### src/rtl/epc_pkg.sv
// Purpose: Shared constants and types of the exception priority controller.
// Assumes: Register offsets are byte addresses on the plain register port.
// Notes:   Priority keys: smaller key means more urgent.
package epc_pkg;

   localparam int NUM_POS   = 48;
   localparam int NUM_IRQ   = 32;
   localparam int PRI_W     = 3;
   localparam int POS_W     = 6;
   localparam int ADDR_W    = 8;

   // Register offsets
   localparam logic [7:0] OFS_EN_SET     = 8'h00;
   localparam logic [7:0] OFS_EN_CLR     = 8'h04;
   localparam logic [7:0] OFS_PEND_SET   = 8'h08;
   localparam logic [7:0] OFS_PEND_CLR   = 8'h0c;
   localparam logic [7:0] OFS_ACTIVE     = 8'h10;
   localparam logic [7:0] OFS_CTRL_STATE = 8'h14;
   localparam logic [7:0] OFS_HND_CTRL   = 8'h18;
   localparam logic [7:0] OFS_PRI_SPLIT  = 8'h1c;
   localparam logic [7:0] OFS_SYS_PRI    = 8'h20;
   localparam logic [7:0] OFS_INT_PRI    = 8'h40;
   localparam logic [7:0] OFS_INT_PRI_END = 8'h5c;

   // Control and state register fields
   localparam int CS_NMI_SET   = 31;
   localparam int CS_PSV_SET   = 28;
   localparam int CS_PSV_CLR   = 27;
   localparam int CS_PEND_LSB  = 12;
   localparam int CS_ACT_LSB   = 0;

   // Handler control enables
   localparam int HC_MEM_EN = 0;
   localparam int HC_BUS_EN = 1;
   localparam int HC_USE_EN = 2;
   localparam int HC_DBG_EN = 3;
   localparam int HC_W      = 4;
   localparam int SPLIT_W   = 2;
   localparam int SYS_PRI_W = 21;

   // Exception positions
   localparam int POS_SP      = 0;
   localparam int POS_RESET   = 1;
   localparam int POS_NMI     = 2;
   localparam int POS_HARD    = 3;
   localparam int POS_MEM     = 4;
   localparam int POS_BUS     = 5;
   localparam int POS_USAGE   = 6;
   localparam int POS_SVC     = 11;
   localparam int POS_DBG     = 12;
   localparam int POS_PSV     = 14;
   localparam int POS_TICK    = 15;
   localparam int POS_IRQ0    = 16;

   // Implemented peripheral lines: 0-12, 14-24, 28, 29
   localparam logic [31:0] IRQ_VALID_MASK = 32'h31ffdfff;

   // Priority keys
   localparam logic [3:0] KEY_RESET    = 4'h0;
   localparam logic [3:0] KEY_NMI      = 4'h1;
   localparam logic [3:0] KEY_HARD     = 4'h2;
   localparam logic [3:0] KEY_SETTABLE = 4'h3;
   localparam logic [3:0] KEY_IDLE     = 4'hf;
   localparam logic [2:0] PRI_RESET    = 3'h0;

   typedef enum logic [1:0] {
      EPC_SP_LOAD,
      EPC_RESET_RUN,
      EPC_RUN
   } epc_fsm_e;

endpackage

### src/rtl/epc_ctrl.sv
// Purpose: Exception and interrupt prioritisation and dispatch to the core.
// Assumes: Fault, call and tick requests are one-cycle pulses on mclk.
// Notes:   Peripheral lines are level, asynchronous, synchronised here.
`timescale 1ns/1ps

// Overview of operation
// - Eight priority levels for seven system handlers and 26 peripheral lines.
// - Settable priority zero ranks right after reset, NMI and hard fault.
// - All settable priority fields reset to zero.
// - Equal priority: lower exception position wins.
// - Reset is position 1, priority -3, drops to base at first instruction.
// - NMI is position 2, priority -2, only reset outranks it.
// - NMI is raised only by a software register write.
// - Hard fault, position 3, catches faults disabled or blocked by priority; a blocked imprecise bus fault stays pending.
// - Memory fault is position 4, settable, raised on protection mismatch.
// - Bus fault is position 5, settable, enableable, precise or imprecise.
// - Usage fault is position 6, settable, on bad instruction or state.
// - Supervisor call is position 11, settable, on the call instruction.
// - Debug monitor is position 12, needs enable, cannot preempt higher.
// - Pendable service request is position 14, pended only by software.
// - System tick is position 15, raised when the tick timer fires.
// - Peripheral interrupts start at position 16, asynchronous, prioritised.
// - Lines 0-12: ports A-E, two serial ports, sync serial, I2C, PWM.
// - Lines 14-24, 28, 29 used; 13, 25-27, 30, 31 reserved.
// - Per-line enable and priority; priorities split into group and sub.
// - Entry stacks state in handler mode; return restores it.
// - Pending exception that outranks the remaining active level at return tail-chains without restore and save.
// - Position 0 gives the initial stack pointer, loaded on reset.
module epc_ctrl (
   // Clock and reset
   input  wire logic                       mclk,
   input  wire logic                       rst_n,
   input  wire logic                       ce,
   // Register port
   input  wire logic [epc_pkg::ADDR_W-1:0] reg_addr,
   input  wire logic [31:0]                reg_wdata,
   input  wire logic                       reg_wr,
   input  wire logic                       reg_rd,
   output logic      [31:0]                reg_rdata,
   // Peripheral lines
   input  wire logic [31:0]                irq_lines,
   // Core event requests
   input  wire logic                       mem_fault_req,
   input  wire logic                       bus_fault_precise,
   input  wire logic                       bus_fault_imprecise,
   input  wire logic                       usage_fault_req,
   input  wire logic                       svc_req,
   input  wire logic                       debug_mon_req,
   input  wire logic                       system_tick_exception_fire,
   // Core handshake
   input  wire logic                       first_instr,
   input  wire logic                       exc_ack,
   input  wire logic                       exc_ret,
   output logic                            exc_valid,
   output logic      [epc_pkg::POS_W-1:0]  exc_num,
   output logic                            exc_tail,
   output logic                            stack_save,
   output logic                            state_restore,
   output logic                            handler_mode,
   output logic                            sp_fetch,
   output logic                            reset_active
);

   typedef struct packed {
      epc_pkg::epc_fsm_e              fsm;
      logic [31:0]                    irq_s1;
      logic [31:0]                    irq_s2;
      logic [31:0]                    en;
      logic [47:0]                    pend;
      logic [47:0]                    act;
      logic [95:0]                    ipri;
      logic [epc_pkg::SYS_PRI_W-1:0]  spri;
      logic [epc_pkg::HC_W-1:0]       hc;
      logic [epc_pkg::SPLIT_W-1:0]    subb;
      logic                           valid;
      logic                           tail;
      logic                           save;
      logic                           restore;
      logic                           handler;
      logic                           sp_fetch;
      logic [epc_pkg::POS_W-1:0]      num;
      logic [31:0]                    rdata;
   } epc_state_s;

   localparam epc_state_s ST_RESET = '{
      fsm:      epc_pkg::EPC_SP_LOAD,
      ipri:     {32{epc_pkg::PRI_RESET}},
      spri:     {7{epc_pkg::PRI_RESET}},
      default:  '0
   };

   epc_state_s s_r;
   epc_state_s s_nxt;

   logic [3:0]  kfull [epc_pkg::NUM_POS];
   logic [3:0]  kgrp  [epc_pkg::NUM_POS];
   logic [47:0] elig;
   logic [2:0]  gmask;
   logic [2:0]  pr;
   logic [3:0]  fk;
   logic        fixed;
   logic        enb;
   int          sl;
   logic [3:0]  cur;
   logic [3:0]  lvl2;
   logic [5:0]  curpos;
   logic [5:0]  win;
   logic [3:0]  wk;
   logic        found;
   logic        preempt;
   logic [2:0]  wrd;

   always_comb begin
      s_nxt   = s_r;
      gmask   = 3'(3'h7 << s_r.subb);
      pr      = 3'h0;
      fk      = epc_pkg::KEY_IDLE;
      fixed   = 1'b1;
      enb     = 1'b0;
      sl      = 0;
      elig    = '0;
      cur     = epc_pkg::KEY_IDLE;
      lvl2    = epc_pkg::KEY_IDLE;
      curpos  = '0;
      win     = '0;
      wk      = epc_pkg::KEY_IDLE;
      found   = 1'b0;
      wrd     = reg_addr[4:2];
      s_nxt.save     = 1'b0;
      s_nxt.restore  = 1'b0;
      s_nxt.sp_fetch = 1'b0;
      s_nxt.rdata    = '0;

      // Only the second stage is read by the logic below
      s_nxt.irq_s1 = irq_lines;
      s_nxt.irq_s2 = s_r.irq_s1;

      // Priority key and eligibility per position
      for (int p = 0; p < epc_pkg::NUM_POS; p++) begin
         fixed = 1'b1;
         fk    = epc_pkg::KEY_IDLE;
         pr    = 3'h0;
         enb   = 1'b0;
         sl    = -1;
         if (p == epc_pkg::POS_RESET) begin
            fk  = epc_pkg::KEY_RESET;
            enb = 1'b1;
         end else if (p == epc_pkg::POS_NMI) begin
            fk  = epc_pkg::KEY_NMI;
            enb = 1'b1;
         end else if (p == epc_pkg::POS_HARD) begin
            fk  = epc_pkg::KEY_HARD;
            enb = 1'b1;
         end else if (p >= epc_pkg::POS_IRQ0) begin
            fixed = 1'b0;
            pr    = s_r.ipri[(p-epc_pkg::POS_IRQ0)*3 +: 3];
            enb   = s_r.en[p-epc_pkg::POS_IRQ0] & epc_pkg::IRQ_VALID_MASK[p-epc_pkg::POS_IRQ0];
         end else begin
            case (p)
               epc_pkg::POS_MEM: begin
                  sl  = 0;
                  enb = s_r.hc[epc_pkg::HC_MEM_EN];
               end
               epc_pkg::POS_BUS: begin
                  sl  = 1;
                  enb = s_r.hc[epc_pkg::HC_BUS_EN];
               end
               epc_pkg::POS_USAGE: begin
                  sl  = 2;
                  enb = s_r.hc[epc_pkg::HC_USE_EN];
               end
               epc_pkg::POS_SVC: begin
                  sl  = 3;
                  enb = 1'b1;
               end
               epc_pkg::POS_DBG: begin
                  sl  = 4;
                  enb = s_r.hc[epc_pkg::HC_DBG_EN];
               end
               epc_pkg::POS_PSV: begin
                  sl  = 5;
                  enb = 1'b1;
               end
               epc_pkg::POS_TICK: begin
                  sl  = 6;
                  enb = 1'b1;
               end
               default: begin
                  sl  = -1;
                  enb = 1'b0;
               end
            endcase
            if (sl >= 0) begin
               fixed = 1'b0;
               pr    = s_r.spri[sl*3 +: 3];
            end
         end
         // Settable zero lands just below the three fixed keys
         kfull[p] = fixed ? fk : 4'(epc_pkg::KEY_SETTABLE + {1'b0, pr});
         kgrp[p]  = fixed ? fk : 4'(epc_pkg::KEY_SETTABLE + {1'b0, pr & gmask});
         elig[p]  = s_r.pend[p] & enb;
      end

      // Current execution level and the handler that owns it
      for (int p = 0; p < epc_pkg::NUM_POS; p++) begin
         if (s_r.act[p] && kgrp[p] < cur) begin
            cur    = kgrp[p];
            curpos = 6'(p);
         end
      end
      for (int p = 0; p < epc_pkg::NUM_POS; p++) begin
         if (s_r.act[p] && 6'(p) != curpos && kgrp[p] < lvl2) begin
            lvl2 = kgrp[p];
         end
      end
      if (s_r.fsm != epc_pkg::EPC_RUN) begin
         cur = epc_pkg::KEY_RESET;
      end

      // Strict compare keeps the lower position on a tie
      for (int p = 0; p < epc_pkg::NUM_POS; p++) begin
         if (elig[p] && (!found || kfull[p] < wk)) begin
            found = 1'b1;
            wk    = kfull[p];
            win   = 6'(p);
         end
      end
      preempt = found && kgrp[win] < cur;

      // Clears first, so a same-cycle set wins
      if (reg_wr) begin
         if (reg_addr == epc_pkg::OFS_EN_CLR) begin
            s_nxt.en = s_r.en & ~reg_wdata;
         end else if (reg_addr == epc_pkg::OFS_PEND_CLR) begin
            s_nxt.pend[47:16] = s_r.pend[47:16] & ~reg_wdata;
         end else if (reg_addr == epc_pkg::OFS_CTRL_STATE) begin
            if (reg_wdata[epc_pkg::CS_PSV_CLR]) begin
               s_nxt.pend[epc_pkg::POS_PSV] = 1'b0;
            end
         end
      end
      if (exc_ack && s_r.valid) begin
         s_nxt.pend[s_r.num] = 1'b0;
      end

      // Register writes that set or load
      if (reg_wr) begin
         if (reg_addr == epc_pkg::OFS_EN_SET) begin
            s_nxt.en = s_r.en | (reg_wdata & epc_pkg::IRQ_VALID_MASK);
         end else if (reg_addr == epc_pkg::OFS_PEND_SET) begin
            s_nxt.pend[47:16] = s_nxt.pend[47:16] | (reg_wdata & epc_pkg::IRQ_VALID_MASK);
         end else if (reg_addr == epc_pkg::OFS_CTRL_STATE) begin
            if (reg_wdata[epc_pkg::CS_NMI_SET]) begin
               s_nxt.pend[epc_pkg::POS_NMI] = 1'b1;
            end
            if (reg_wdata[epc_pkg::CS_PSV_SET]) begin
               s_nxt.pend[epc_pkg::POS_PSV] = 1'b1;
            end
         end else if (reg_addr == epc_pkg::OFS_HND_CTRL) begin
            s_nxt.hc = reg_wdata[epc_pkg::HC_W-1:0];
         end else if (reg_addr == epc_pkg::OFS_PRI_SPLIT) begin
            s_nxt.subb = reg_wdata[epc_pkg::SPLIT_W-1:0];
         end else if (reg_addr == epc_pkg::OFS_SYS_PRI) begin
            s_nxt.spri = reg_wdata[epc_pkg::SYS_PRI_W-1:0];
         end else if (reg_addr >= epc_pkg::OFS_INT_PRI && reg_addr <= epc_pkg::OFS_INT_PRI_END) begin
            for (int j = 0; j < 4; j++) begin
               s_nxt.ipri[(wrd*4+j)*3 +: 3] = reg_wdata[8*j +: 3];
            end
         end
      end

      // Peripheral lines pend while high
      s_nxt.pend[47:16] = s_nxt.pend[47:16] | (s_r.irq_s2 & epc_pkg::IRQ_VALID_MASK);

      // Synchronous faults escalate when disabled or blocked by level
      if (mem_fault_req) begin
         if (s_r.hc[epc_pkg::HC_MEM_EN] && kgrp[epc_pkg::POS_MEM] < cur) begin
            s_nxt.pend[epc_pkg::POS_MEM] = 1'b1;
         end else begin
            s_nxt.pend[epc_pkg::POS_HARD] = 1'b1;
         end
      end
      if (bus_fault_precise) begin
         if (s_r.hc[epc_pkg::HC_BUS_EN] && kgrp[epc_pkg::POS_BUS] < cur) begin
            s_nxt.pend[epc_pkg::POS_BUS] = 1'b1;
         end else begin
            s_nxt.pend[epc_pkg::POS_HARD] = 1'b1;
         end
      end
      // Imprecise faults wait as pending when only the level blocks them
      if (bus_fault_imprecise) begin
         if (s_r.hc[epc_pkg::HC_BUS_EN]) begin
            s_nxt.pend[epc_pkg::POS_BUS] = 1'b1;
         end else begin
            s_nxt.pend[epc_pkg::POS_HARD] = 1'b1;
         end
      end
      if (usage_fault_req) begin
         if (s_r.hc[epc_pkg::HC_USE_EN] && kgrp[epc_pkg::POS_USAGE] < cur) begin
            s_nxt.pend[epc_pkg::POS_USAGE] = 1'b1;
         end else begin
            s_nxt.pend[epc_pkg::POS_HARD] = 1'b1;
         end
      end
      if (svc_req) begin
         if (kgrp[epc_pkg::POS_SVC] < cur) begin
            s_nxt.pend[epc_pkg::POS_SVC] = 1'b1;
         end else begin
            s_nxt.pend[epc_pkg::POS_HARD] = 1'b1;
         end
      end
      if (debug_mon_req && s_r.hc[epc_pkg::HC_DBG_EN]) begin
         s_nxt.pend[epc_pkg::POS_DBG] = 1'b1;
      end
      if (system_tick_exception_fire) begin
         s_nxt.pend[epc_pkg::POS_TICK] = 1'b1;
      end
      s_nxt.pend[15:0] = s_nxt.pend[15:0] & 16'hd87c;

      // Core sequencing
      case (s_r.fsm)
         epc_pkg::EPC_SP_LOAD: begin
            s_nxt.sp_fetch = 1'b1;
            s_nxt.fsm      = epc_pkg::EPC_RESET_RUN;
         end
         epc_pkg::EPC_RESET_RUN: begin
            if (first_instr) begin
               s_nxt.fsm = epc_pkg::EPC_RUN;
            end
         end
         default: begin
            if (exc_ack && s_r.valid) begin
               s_nxt.act[s_r.num] = 1'b1;
               s_nxt.save         = !s_r.tail;
               s_nxt.tail         = 1'b0;
            end else if (exc_ret && |s_r.act) begin
               s_nxt.act[curpos] = 1'b0;
               // Chain only when the winner outranks what remains
               if (found && kgrp[win] < lvl2) begin
                  s_nxt.tail = 1'b1;
               end else begin
                  s_nxt.restore = 1'b1;
               end
            end
         end
      endcase
      s_nxt.handler = |s_nxt.act;
      s_nxt.valid   = preempt && s_r.fsm == epc_pkg::EPC_RUN && !exc_ack && !exc_ret;
      s_nxt.num     = preempt ? win : '0;

      // Read data appear in the cycle after the strobe
      if (reg_rd) begin
         if (reg_addr == epc_pkg::OFS_EN_SET || reg_addr == epc_pkg::OFS_EN_CLR) begin
            s_nxt.rdata = s_r.en;
         end else if (reg_addr == epc_pkg::OFS_PEND_SET || reg_addr == epc_pkg::OFS_PEND_CLR) begin
            s_nxt.rdata = s_r.pend[47:16];
         end else if (reg_addr == epc_pkg::OFS_ACTIVE) begin
            s_nxt.rdata = s_r.act[47:16];
         end else if (reg_addr == epc_pkg::OFS_CTRL_STATE) begin
            s_nxt.rdata[epc_pkg::CS_NMI_SET]             = s_r.pend[epc_pkg::POS_NMI];
            s_nxt.rdata[epc_pkg::CS_PSV_SET]             = s_r.pend[epc_pkg::POS_PSV];
            s_nxt.rdata[epc_pkg::CS_PEND_LSB +: 6]       = found ? win : 6'h00;
            s_nxt.rdata[epc_pkg::CS_ACT_LSB +: 6]        = curpos;
         end else if (reg_addr == epc_pkg::OFS_HND_CTRL) begin
            s_nxt.rdata[epc_pkg::HC_W-1:0] = s_r.hc;
         end else if (reg_addr == epc_pkg::OFS_PRI_SPLIT) begin
            s_nxt.rdata[epc_pkg::SPLIT_W-1:0] = s_r.subb;
         end else if (reg_addr == epc_pkg::OFS_SYS_PRI) begin
            s_nxt.rdata[epc_pkg::SYS_PRI_W-1:0] = s_r.spri;
         end else if (reg_addr >= epc_pkg::OFS_INT_PRI && reg_addr <= epc_pkg::OFS_INT_PRI_END) begin
            for (int j = 0; j < 4; j++) begin
               s_nxt.rdata[8*j +: 3] = s_r.ipri[(wrd*4+j)*3 +: 3];
            end
         end
      end
   end

   always_ff @(posedge mclk) begin
      if (!rst_n) begin
         s_r <= ST_RESET;
      end else if (ce) begin
         s_r <= s_nxt;
      end
   end

   assign reg_rdata     = s_r.rdata;
   assign exc_valid     = s_r.valid;
   assign exc_num       = s_r.num;
   assign exc_tail      = s_r.tail;
   assign stack_save    = s_r.save;
   assign state_restore = s_r.restore;
   assign handler_mode  = s_r.handler;
   assign sp_fetch      = s_r.sp_fetch;
   assign reset_active  = (s_r.fsm != epc_pkg::EPC_RUN);

endmodule // epc_ctrl

### config.mk
export PLATFORM = sky130hd
export DESIGN_NAME = epc_ctrl
export DESIGN_NICKNAME = d
export VERILOG_FILES = /design/src/rtl/epc_pkg.sv /design/src/rtl/epc_ctrl.sv
export SDC_FILE = /design/constraint.sdc
export NUM_CORES = 2
export LEC_CHECK = 0
export ABC_CLOCK_PERIOD_IN_PS = 111900
export BUFFER_PORTS_ARGS = -buffer_cell sky130_fd_sc_hd__buf_4
export CAP_MARGIN = 0
export CORE_MARGIN = 5
export CORE_UTILIZATION = 36
export DETAILED_ROUTE_END_ITERATION = 10
export PLACE_DENSITY_LB_ADDON = 0.3
export SLEW_MARGIN = 5
export SYNTH_ARGS = -nofsm -noshare
export SYNTH_HDL_FRONTEND = slang
export SYNTH_SLANG_ARGS = --single-unit
### constraint.sdc
create_clock -name mclk -period 111.9 [get_ports mclk]
set_input_delay 16.785 -clock mclk [delete_from_list [all_inputs] [get_ports mclk]]
set_output_delay 16.785 -clock mclk [all_outputs]
set_load 0.1 [all_outputs]
==> metrics.txt <==
skew final=0.0509 ns; post-synthesis adder-cell area fraction=8.62%; fmax=9.40 MHz; Final setup viols=0; Initial Utilization=36.3%; clk root buf=clkbuf_16; crit end category=flop; CTS tree=built; most common cell after layout, fill and taps aside=buf_4; multiplexer share of the synthesized area=7.29%; Static Leak=22.2 nW; Nets=7317; fin area=0.0541 mm^2; wire per inst=25.8 um; first-pass GRT wire length=322 mm; Multi-input gate area=0.0360 mm^2; H-Tree Depth=2; IO buf count=125; Yosys reg bits=342; Cell Pwr Density=6.22 mW/mm^2; largest fanout on the critical path=10; Crit Path Class=reg2reg; overall power=0.337 mW; # hold bufs at CTS=0; die height=363 um; Post-DRT Antenna Nets=0; Setup WS post-layout=5.52 ns; FF-to-FF End=state_restore; core footprint=0.124 mm^2; I/O pin count=132; post-synthesis xor/xnor area fraction=2.51%; Hold Crit Class=reg2reg; final WL=223 mm; sequential cell area=0.00685 mm^2; min-delay src=s_r[290]; main combinational cell family by area after synthesis=compound AO/OA/AOI/OAI gates; most used cell, CP=ha_1; cells after synthesis=6353; worst slew pin tran=1.36 ns; Slew Limit Headroom=8.39%; dpl hpwl=178 mm; Worst Hold Path EP=s_r[290]; peak supply drop=10.6 uV; Final min period=106.38 ns; Critical Path RT=112.38 ns; Syn Nets=6729; Max-Cap Viols=0; Seq/Total Area, Yosys=15.2%; FF-to-FF Start=s_r[45]; WHS=0.431 ns; vias per cell=6.26; All-Layer GR Usage=31.8%; initial antenna violation count=11; share of cells above drive strength 1=19.3%; number of synthesized flops with an enable pin=0; critical path's slowest cell=a2111oi_0; r2r worst-path depth=544; DR vias=54000; drc violations=0; FP Rows=129; first drt pass iteration count=8; synthesized-area fraction occupied by and/or/nand/nor cells=25.6%; die area=0.132 mm^2; CTS Sinks=342; Tcrit/Tclk final=95.1%; average cell area after synthesis=7.07 um^2; CTS Buf Count=42; Post-Place Cell Area=0.0518 mm^2; Critical Path AT=106.86 ns; Critical Path Max Stage Delay=0.73 ns; synth warn=0; DIE WIDTH=363 um; setup TNS=0 ns; Area Overhead vs Synth=20.4%; vias in the first global route=49900; clk_lat worst skew=0.62 ns; Max Slew Vio Count=0; Synth Area in Compound Gates=34.4%; FF-to-FF setup slack=5.52 ns; most frequent cells in the layout=buf_4, nand2_1, nor2_1, a21oi_1, inv_1; Distinct cells, synth=150; Reg clk slew, reported paths=0.06 ns; largest net degree at the start of global routing=90; status=finished clean; Post-synth ARST share=0%; GPL Wtd Cong=1.04; hold depth=2; final hold vios=0; starting DRC count in detailed routing=5992; CTS Buffer Depth=3; Fillers=13000; pre-CTS setup slack=-0.205 ns; grt ovf=0; ys flop type=dfxtp_1; Startpoint Class=flop; Synth Cell Area=0.0449 mm^2
[repair_timing]
item / 4_1_cts / 5_1_grt
setup endpoints to repair: 2 / 2
buffers inserted: 2 / 32
endpoints found under the hold margin: 0 / 0
pin swaps: 0 / 32
gates resized for setup: 3 / 172
gates cloned: 0 / 0
[cell usage after synthesis (20+ instances only)]
library cell	n	area, um^2
nand2_1	751	2820
nor2_1	619	2320
a21oi_1	460	2300
o21ai_0	364	1820
inv_1	352	1320
dfxtp_1	342	6850
ha_1	288	3600
clkbuf_1	180	676
mux2i_1	180	1800
nand3_1	175	876
nor3_1	164	821
nand2b_1	135	845
and2_1	121	757
nor2b_1	118	738
o211ai_1	113	848
a21o_1	110	826
o21a_1	108	811
a22oi_1	103	773
a31oi_1	98	613
a211oi_1	93	698
xnor2_1	84	736
mux2_2	78	878
o22ai_1	64	400
buf_4	60	450
a21boi_0	55	413
or3_1	47	294
and3_1	45	282
xor2_1	45	394
nor4_1	42	263
o211a_1	41	410
o21ai_1	41	205
o31ai_1	38	285
or2_2	35	219
a211o_1	34	298
nand3b_1	34	255
buf_1	29	109
a221oi_1	27	236
a22o_1	27	236
maj3_1	25	250
mux4_2	24	541
o21bai_1	24	180
buf_2	23	115
o31a_1	23	201
nand4_1	20	125
[flip-flops by register name, indices dropped and copies added (netlist names)]
register       flops
state_restore      1
pr                 3
s_r              264
handler_mode       1
s_nxt             26
stack_save         1
elig               5
exc_tail           1
reg_rdata         32
exc_num            6
exc_valid          1
sp_fetch           1
[final cells by class]
type	instances	share of cell area, %
multi-input cells	5340	66.5
clock buffers	53	2.13
clock inverters	22	0.520
well taps	1637	3.78
inverters	363	2.52
diodes	10	0.0462
repair buffers	852	11.9
flip-flops and latches	342	12.7
[routing by layer]
layer	wire (um)	share of wire (%)	track usage [%]	vias to the layer above
li1	-	-	-	24800
met1	90800	41	41.8	25700
met2	92400	41	48.5	2878
met3	24200	11	6.98	630
met4	15400	6.9	17.6	0
met5	0	0	0	-
[power by group]
group | switching [mW] | total, mW | internal [mW]
Sequential | 0.00210 | 0.125 | 0.123
Combinational | 0.0444 | 0.0667 | 0.0222
Clock | 0.0618 | 0.145 | 0.0830
[critical path: cells and delay by family, from the launching register on]
| kind | cells | cell delay (ns) |
|---|---|---|
| compound gates | 222 | 41.71 |
| xor+xnor | 2 | 0.27 |
| fa+ha+maj | 78 | 22.32 |
| buf+inv | 46 | 4.96 |
| flops | 1 | 0.41 |
| mux | 43 | 13.33 |
| simple gates | 153 | 23.14 |
[how the worst max path moves through the flow]
stage | from | endpoint | slack [ns] | depth (start not counted)
final | s_r[45] | state_restore | 5.52 | 544
after global routing | s_r[50] | state_restore | -0.35 | 557
after CTS | s_r[50] | state_restore | 0.04 | 538
after detailed placement | s_r[45] | state_restore | -0.20 | 536
after global placement | s_r[45] | state_restore | 0.27 | 538
after floorplan | s_r[45] | state_restore | 7.84 | 545
[kinds of logic after synthesis]
family	count (synthesis)
AO/OA/AOI/OAI	2208
XOR/XNOR	129
adder cells (fa/ha/maj)	314
buffers and inverters	671
flip-flops	342
multiplexers	286
AND/OR/NAND/NOR	2403
[metrics by stage]
step	cells	util, %
after floorplan	6353	-
after global routing	8609	43.7
after global placement	8500	41.7
final	8619	43.7
after CTS	8577	42.9
after detailed placement	8500	41.7
Power figures use the tool's default switching activity.
